### src/logic/byte_port_map.vh
// constants for the parallel byte fifo port
`ifndef BYTE_PORT_MAP_VH
`define BYTE_PORT_MAP_VH
`define LANE_WIDTH      8
`define FIFO_DEPTH      16
`define FIFO_ADDR_BITS  4
`define SYNC_STAGES     2
`define STROBE_IDLE     1'b1
`define LANE_RESET      8'h00
`endif

### src/logic/byte_fifo.v
// parameterised valid/ready fifo
`timescale 1ns/1ps
module byte_fifo #(
  parameter WIDTH = 8,
  parameter DEPTH = 16,
  parameter AW    = 4
) (
  input  wire             core_clk_in,
  input  wire             sys_rst_in,
  input  wire             clk_en_in,
  input  wire [WIDTH-1:0] in_data_in,
  input  wire             in_valid_in,
  output wire             in_ready_out,
  output wire [WIDTH-1:0] out_data_out,
  output wire             out_valid_out,
  input  wire             out_ready_in
);
  reg [WIDTH-1:0] mem [0:DEPTH-1];
  reg [AW:0]      wr_ptr;
  reg [AW:0]      rd_ptr;
  wire            full;
  wire            empty;
  wire            push;
  wire            pop;
  assign empty = (wr_ptr == rd_ptr);
  assign full  = (wr_ptr[AW-1:0] == rd_ptr[AW-1:0]) && (wr_ptr[AW] != rd_ptr[AW]);
  assign in_ready_out  = ~full;
  assign out_valid_out = ~empty;
  assign out_data_out  = mem[rd_ptr[AW-1:0]];
  assign push = in_valid_in & ~full & clk_en_in;
  assign pop  = out_ready_in & ~empty & clk_en_in;
  always @(posedge core_clk_in) begin
    if (push) begin
      mem[wr_ptr[AW-1:0]] <= in_data_in;
    end
  end
  always @(posedge core_clk_in or posedge sys_rst_in) begin
    if (sys_rst_in) begin
      wr_ptr <= {(AW+1){1'b0}};
      rd_ptr <= {(AW+1){1'b0}};
    end else begin
      if (push) begin
        wr_ptr <= wr_ptr + 1'b1;
      end
      if (pop) begin
        rd_ptr <= rd_ptr + 1'b1;
      end
    end
  end
endmodule // byte_fifo

### src/logic/parallel_byte_fifo_port.v
// parallel byte fifo port: host strobes into tx buffer, out of rx buffer
//////////////////////////////////////////////////////////////////////
//////////////////////////////////////////////////////////////////////
`timescale 1ns/1ps
`include "byte_port_map.vh"
module parallel_byte_fifo_port (
  input  wire                   core_clk_in,
  input  wire                   sys_rst_in,
  input  wire                   clk_en_in,
  input  wire                   sync_mode_in,
  input  wire [`LANE_WIDTH-1:0] byte_lane_bits_in,
  output reg  [`LANE_WIDTH-1:0] byte_lane_bits_out,
  output wire                   byte_lane_bits_oe_out,
  input  wire                   wr_strobe_n_in,
  input  wire                   rd_strobe_n_in,
  input  wire                   out_en_n_in,
  input  wire                   port_clk_in,
  output wire                   tx_space_n_out,
  output wire                   rx_avail_n_out,
  output wire [`LANE_WIDTH-1:0] tx_data_out,
  output wire                   tx_valid_out,
  input  wire                   tx_ready_in,
  input  wire [`LANE_WIDTH-1:0] rx_data_in,
  input  wire                   rx_valid_in,
  output wire                   rx_ready_out
);
  //////////////////////////////////////////////////////////////////////
  // strobe synchronisers
  reg  [`SYNC_STAGES-1:0] wr_sync;
  reg  [`SYNC_STAGES-1:0] rd_sync;
  reg                     wr_prev;
  reg                     rd_prev;
  wire                    wr_fall;
  wire                    rd_fall;
  wire                    wr_level;
  wire                    rd_level;
  wire                    tx_in_ready;
  wire                    rx_out_valid;
  wire [`LANE_WIDTH-1:0]  rx_head;
  always @(posedge core_clk_in or posedge sys_rst_in) begin
    if (sys_rst_in) begin
      wr_sync <= {`SYNC_STAGES{`STROBE_IDLE}};
      rd_sync <= {`SYNC_STAGES{`STROBE_IDLE}};
      wr_prev <= `STROBE_IDLE;
      rd_prev <= `STROBE_IDLE;
    end else if (clk_en_in) begin
      wr_sync <= {wr_sync[0], wr_strobe_n_in};
      rd_sync <= {rd_sync[0], rd_strobe_n_in};
      wr_prev <= wr_sync[`SYNC_STAGES-1];
      rd_prev <= rd_sync[`SYNC_STAGES-1];
    end
  end
  assign wr_level = wr_sync[`SYNC_STAGES-1];
  assign rd_level = rd_sync[`SYNC_STAGES-1];
  assign wr_fall  = wr_prev & ~wr_level;
  assign rd_fall  = rd_prev & ~rd_level;
  //////////////////////////////////////////////////////////////////////
  // transmit path: host to device
  reg [`LANE_WIDTH-1:0] lane_q;
  always @(posedge core_clk_in or posedge sys_rst_in) begin
    if (sys_rst_in) begin
      lane_q <= `LANE_RESET;
    end else if (clk_en_in) begin
      lane_q <= byte_lane_bits_in; // registered once, one stage ahead of the two-stage synced strobe
    end
  end
  byte_fifo #(.WIDTH(`LANE_WIDTH), .DEPTH(`FIFO_DEPTH), .AW(`FIFO_ADDR_BITS)) tx_buf (
    .core_clk_in   (core_clk_in),
    .sys_rst_in    (sys_rst_in),
    .clk_en_in     (clk_en_in),
    .in_data_in    (lane_q),
    .in_valid_in   (wr_fall),
    .in_ready_out  (tx_in_ready),
    .out_data_out  (tx_data_out),
    .out_valid_out (tx_valid_out),
    .out_ready_in  (tx_ready_in)
  );
  assign tx_space_n_out = ~tx_in_ready;
  //////////////////////////////////////////////////////////////////////
  // receive path: device to host
  byte_fifo #(.WIDTH(`LANE_WIDTH), .DEPTH(`FIFO_DEPTH), .AW(`FIFO_ADDR_BITS)) rx_buf (
    .core_clk_in   (core_clk_in),
    .sys_rst_in    (sys_rst_in),
    .clk_en_in     (clk_en_in),
    .in_data_in    (rx_data_in),
    .in_valid_in   (rx_valid_in),
    .in_ready_out  (rx_ready_out),
    .out_data_out  (rx_head),
    .out_valid_out (rx_out_valid),
    .out_ready_in  (rd_fall)
  );
  assign rx_avail_n_out = ~rx_out_valid;
  // present byte latched at strobe fall, held while strobe low
  always @(posedge core_clk_in or posedge sys_rst_in) begin
    if (sys_rst_in) begin
      byte_lane_bits_out <= `LANE_RESET;
    end else if (clk_en_in && rd_fall) begin
      byte_lane_bits_out <= rx_head;
    end
  end
  // output enable gates the lane only in synchronous mode
  assign byte_lane_bits_oe_out = ~rd_level & ~rd_prev & (~sync_mode_in | ~out_en_n_in);
  // port clock unused: strobe-paced only
  wire unused_port_clk = port_clk_in;
endmodule // parallel_byte_fifo_port

### config.mk
export PLATFORM = sky130hd
export DESIGN_NAME = parallel_byte_fifo_port
export DESIGN_NICKNAME = d
export VERILOG_FILES = /design/src/logic/byte_fifo.v /design/src/logic/parallel_byte_fifo_port.v
export VERILOG_INCLUDE_DIRS = /design/src /design/src/logic
export SDC_FILE = /design/constraint.sdc
export NUM_CORES = 1
export LEC_CHECK = 0
export ABC_AREA = 1
export BUFFER_PORTS_ARGS = -buffer_cell sky130_fd_sc_hd__buf_2
export CAP_MARGIN = 20
export CORE_MARGIN = 1.5
export CORE_UTILIZATION = 45
export DETAILED_ROUTE_END_ITERATION = 10
export PLACE_DENSITY = 0.58
export SETUP_SLACK_MARGIN = 0.15
export SYNTH_ARGS = -nofsm -noshare
export SYNTH_HDL_FRONTEND = slang
export SYNTH_SLANG_ARGS = --single-unit
### constraint.sdc
create_clock -name core_clk_in -period 2.29 [get_ports core_clk_in]
set_input_delay 0.229 -clock core_clk_in [delete_from_list [all_inputs] [get_ports core_clk_in]]
set_output_delay 0.229 -clock core_clk_in [all_outputs]
set_load 0.01 [all_outputs]
---- Word level (Yosys, flattened, before mapping) ----
Memories as Yosys holds them, arrays and structs flattened. A register that Yosys moved wholly into a read port is not among the register bits.
Index checks and enable logic that the tools add are counted.
storage, ports and cells
  word-level logic and storage cells ...... 50
  bits in latches ......................... 0
  RAM bits ................................ 256
  memories ................................ 2
  ROM bits ................................ 0
  register bits ........................... 34
operators by class
  magnitude comparators ................... 0
  shifts and indexed selects .............. 0
  mux-type cells .......................... 4
  reduce and logical (&&, ||, !) cells .... 3
  bitwise logic cells ..................... 22
  divide/modulo/power cells ............... 0
  add/sub/neg operators ................... 4
  eq/ne operators ......................... 6
  $mul .................................... 0
memory list
  name        words  width  rd ports  clocked after memory_dff  write ports  line            RTL
  rx_buf.mem  16     8      1         1                         1            byte_fifo.v:18  reg [WIDTH-1:0] mem [0:DEPTH-1];
  tx_buf.mem  16     8      1         0                         1            byte_fifo.v:18
operators with widths
  kind                                          count
  adder 5 x 1 -> 5 bit (second input constant)  4
  AND 1 bit                                     12
  == test 5 bit                                 2
  NOT 1 bit                                     9
  == test 4 bit                                 2
  2-to-1 mux 1 bit                              4
  logical AND 1 bit                             3
  inequality test 1 bit                         2
  bitwise OR 1 bit                              1

---- Longest topological paths before layout ----
  depth in word-level cells ............... 7
  gate-level depth with buffers ........... 10

---- Modules after synthesis ----
From an unflattened synthesis, not the netlist that was laid out.
second synthesis, totals
  cells, all modules ...................... 1122
  area, all modules ....................... 12625.9 um^2
by module, submodules not included
  module                   instances  area each (um^2)  cells each  sequential area each (um^2)
  byte_fifo                2          5845.6            510         4093.9
  parallel_byte_fifo_port  1          934.6             102         558.0

---- Worst setup path before layout ----
No wires, ideal clock.
  path kind ............................... reg-to-reg
  start ................................... register rx_buf.rd_ptr[1]
  end ..................................... memory rx_buf.mem[12][0], enable pin
  data required time ...................... 1.920 ns
  cell stages (with the launch flop) ...... 8
  buffers on the path ..................... 2
  period minus slack after synthesis ...... 1.865 ns
  slack ................................... 0.425 ns
  data arrival time ....................... 1.494 ns
  cells stage by stage .................... dfrtp_1 > buf_2 > xor2_1 > nor2_2 > nand3_2 > nand2_2 > buf_2 > nor2_1
on the way
  cells in the longest elaborated chain, start to end .. 7
RTL lines
  item                                    line                          RTL
  start: declaration                      byte_fifo.v:20                reg [AW:0] rd_ptr;
  start signal: assignment                byte_fifo.v:40                rd_ptr <= {(AW+1){1'b0}};
  start signal: assignment                byte_fifo.v:46                rd_ptr <= rd_ptr + 1'b1;
  == test 4 bit                           byte_fifo.v:26                assign full = (wr_ptr[AW-1:0] == rd_ptr[AW-1:0]) && (wr_ptr[AW] != rd_ptr[AW]);
  logical AND 1 bit                       byte_fifo.v:26
  NOT 1 bit                               n/a
  via rx_ready_out                        parallel_byte_fifo_port.v:25  output wire rx_ready_out
  AND 1 bit (2 in a row)                  byte_fifo.v:30                assign push = in_valid_in & ~full & clk_en_in;
  2-to-1 mux 1 bit                        byte_fifo.v:33                if (push) begin
  2-to-1 mux 1 bit (implied by the code)  byte_fifo.v:34                mem[wr_ptr[AW-1:0]] <= in_data_in;
  end: declaration                        byte_fifo.v:18
The timed path passes the listed nets, and every way through them passes these cells.

---- Worst setup path in the final report ----
  start ................................... register tx_buf.rd_ptr[0]
  end ..................................... output port tx_data_out[1]
on the way
  cells in the longest elaborated chain, start to end .. 1
RTL lines
  item                      line                          RTL
  start: declaration        byte_fifo.v:20
  start signal: assignment  byte_fifo.v:40
  start signal: assignment  byte_fifo.v:46
  memory read (16 x 8 bit)  n/a
  end: declaration          parallel_byte_fifo_port.v:20  output wire [`LANE_WIDTH-1:0] tx_data_out,
No other way between the ends.

==> metrics.txt <==
violated checks=negative setup slack; DRT Pass-1 Iters=5; CP max stage delay=0.45 ns; crit path max fanout=7; critical path required time=2.06 ns; CTS tree=built; I/O Buffers=45; initial antenna violation count=0; Final WS setup=-0.0266 ns; clock skew=0.00997 ns; total power=17.5 mW; Routed Antenna Nets=0; first-pass GRT wire length=45.2 mm; critical path endpoint category=output port; total wire length=29.3 mm; Syn Inst Count=1198; Clock Tree Root=clkbuf_16; Core Area=27900 sq um; Cell Area, Synth=12800 sq um; vias=8515; clock-pin transition on the worst setup and hold timing paths=0.06 ns; largest net degree at the start of global routing=43; most frequent cells in the layout=304 x nand2_1, 256 x edfxtp_1, 138 x nor2_1; pwr dens=1150 nW/um^2; clock sinks=298; Max VDD drop=0.805 mV; outcome=complete, but fails checks; FP Rows=61; Yosys top cell area share=60.2%; leading cell type in the layout, fill and taps excluded=nand2_1; CTS Buf Count=31; cell area after layout=15200 sq um; RSZ-0062 raised after global routing=true; Final period util=101%; Final Hold Vio Count=0; Skew-Pair Late Insertion Delay=0.56 ns; Yosys warning count=0; crit path DAT=2.09 ns; Initial Util=45.8%; Synthesized Nets=1234; CTS H-tree lvls=1; share of cells above drive strength 1=15.8%; most used cell, CP=nand2_1; fin util=54.6%; NumNets Final=1338; CP max-delay cell=dfrtp_2; Layout area overhead=19.2%; largest delay contributor family on the critical path=buffers and inverters; Slew HR=50.8%; vias in the first global route=8128; WS Path Type=register to output port; Leakage Power=6.12 nW; Unique masters post-synth=27; GRT overflow=0; Cell Area, Placed=13700 sq um; GPL Wtd Cong=0.802; critical path cell sequence=clkinvlp_4 > buf_12 > buf_16 > o21ai_2 > o21ai_1 > nand2_1 > nand2_1 > inv_1 > nand2_1 > buf_2; Final min period=2.32 ns; Synth area leader=edfxtp_1; Critical Path Source Type=register; die height=171 um; Synth Register Bits=298; syn avg cell area=10.7 sq um; HPWL after DPL=17.3 mm; WL/cell=17.2 um; # IOs=47; post-synthesis sequential area ratio=68.5%; largest cells by area after synthesis=edfxtp_1 60%, nand2_1 9.0%, dfrtp_1 7.1%; Max Cap Viol=0; Max Transition Viols Final=0; GRT Overall Usage=20.5%; routed vias/inst=4.99; Diodes inserted=0; Die Area=29400 sq um; Worst Path Buf+Inv=5; Worst Tran Pin Value=0.739 ns; Die Width=171 um; Final setup viols=3; first-iteration detailed-routing DRC count=588; clk buf depth=3; Worst Hold Class=primary input to register; DRC viols=0; Peak Freq=432 MHz
[Yosys cell counts]
cell type / instances
buf_2: 27
o21ai_1: 3
nand3_2: 1
nand3b_2: 1
buf_4: 6
xnor2_1: 5
nor2_2: 2
a21oi_1: 16
buf_1: 5
clkbuf_1: 16
dfstp_2: 6
nor2_1: 145
nor3_2: 2
o22ai_1: 8
nand3_1: 122
buf_6: 1
nand2_1: 305
nand2_2: 1
o211ai_1: 16
clkinv_1: 5
o21ai_0: 72
nand3b_1: 1
inv_1: 113
xor2_1: 17
ha_1: 10
edfxtp_1: 256
dfrtp_1: 36
[where the power goes]
group	leakage, nW	internal, mW	total (mW)	switching, mW
combinational	2.77	2.11	5.65	3.55
clock	0.537	3.14	5.14	2.00
sequential	2.82	6.29	6.66	0.369
total	6.12	11.5	17.5	5.91
[area by class of cell]
cell class	count	area (sq um)
repair buffers	126	1050
flip-flops and latches	298	8750
inverters	118	453
clock buffers	41	883
fillers	2349	12600
multi-input cells	727	3430
well taps	378	473
clock inverters	17	185
[worst min-delay path, delay by kind of cell]
family / cells / cell delay [ns]
AO/OA/AOI/OAI: 1 / 0.11
buffers and inverters: 2 / 0.29
[sequential cells by signal, summed over array words and instances (netlist names), 5 cells and up]
signal / count
tx_buf.wr_ptr: 5
tx_buf.mem: 128
rx_buf.wr_ptr: 5
rx_buf.mem: 128
byte_lane_bits_out: 8
tx_buf.rd_ptr: 5
rx_buf.rd_ptr: 5
lane_q: 8
[per-layer routing]
layer	routed length, um	global-route usage, %	vias up
met2	14600	35.7	188
met3	1190	2.78	70
li1	-	-	4207
met4	1070	7.55	0
met5	0	0	-
met1	12400	26.0	4050
[kinds of logic after synthesis]
logic type               count (synthesis)  synth area share, %
AO/OA/AOI/OAI                          115                 4.90
XOR/XNOR                                22                 1.51
adder cells (fa/ha/maj)                 10                0.980
buffers and inverters                  173                 5.58
flip-flops                             298                 68.5
AND/OR/NAND/NOR                        580                 18.5
[final timing paths]
check                                 start                    end  slack [ns]  cells after the start
setup / recovery           tx_buf.rd_ptr[0]         tx_data_out[1]       -0.03                     10
hold / removal                    clk_en_in                rd_prev        0.07                      3
setup reg to reg           tx_buf.rd_ptr[1]       tx_buf.mem[0][2]        0.29                      8
hold reg to reg                  wr_sync[0]             wr_sync[0]        0.46                      2
max in group asynchronous        sys_rst_in  byte_lane_bits_out[2]        1.46                      4
min in group asynchronous        sys_rst_in       rx_buf.wr_ptr[4]        0.23                      3
[through the flow]
step / worst slack (ns) / hold WS, ns / setup TNS, ns / cells
after floorplan: 0.425 / 0.325 / 0 / 1198
after global placement: 0.420 / 0.271 / 0 / 1622
after detailed placement: 0.380 / 0.273 / 0 / 1622
after CTS: -0.0570 / 0.0569 / -0.234 / 1699
after global routing: -0.194 / 0.0956 / -0.943 / 1705
final: -0.0266 / 0.0682 / -0.0541 / 1705
[repair_timing]
item                                    CTS  global route
resized for setup                        52            22
buffers inserted                          3             6
endpoints found under the setup margin    8            19
cloned                                    5             0
endpoints found under the hold margin    25             0
hold buffers                             11             0
pin swaps                                 6            11
(Power assumes the default switching activity.)
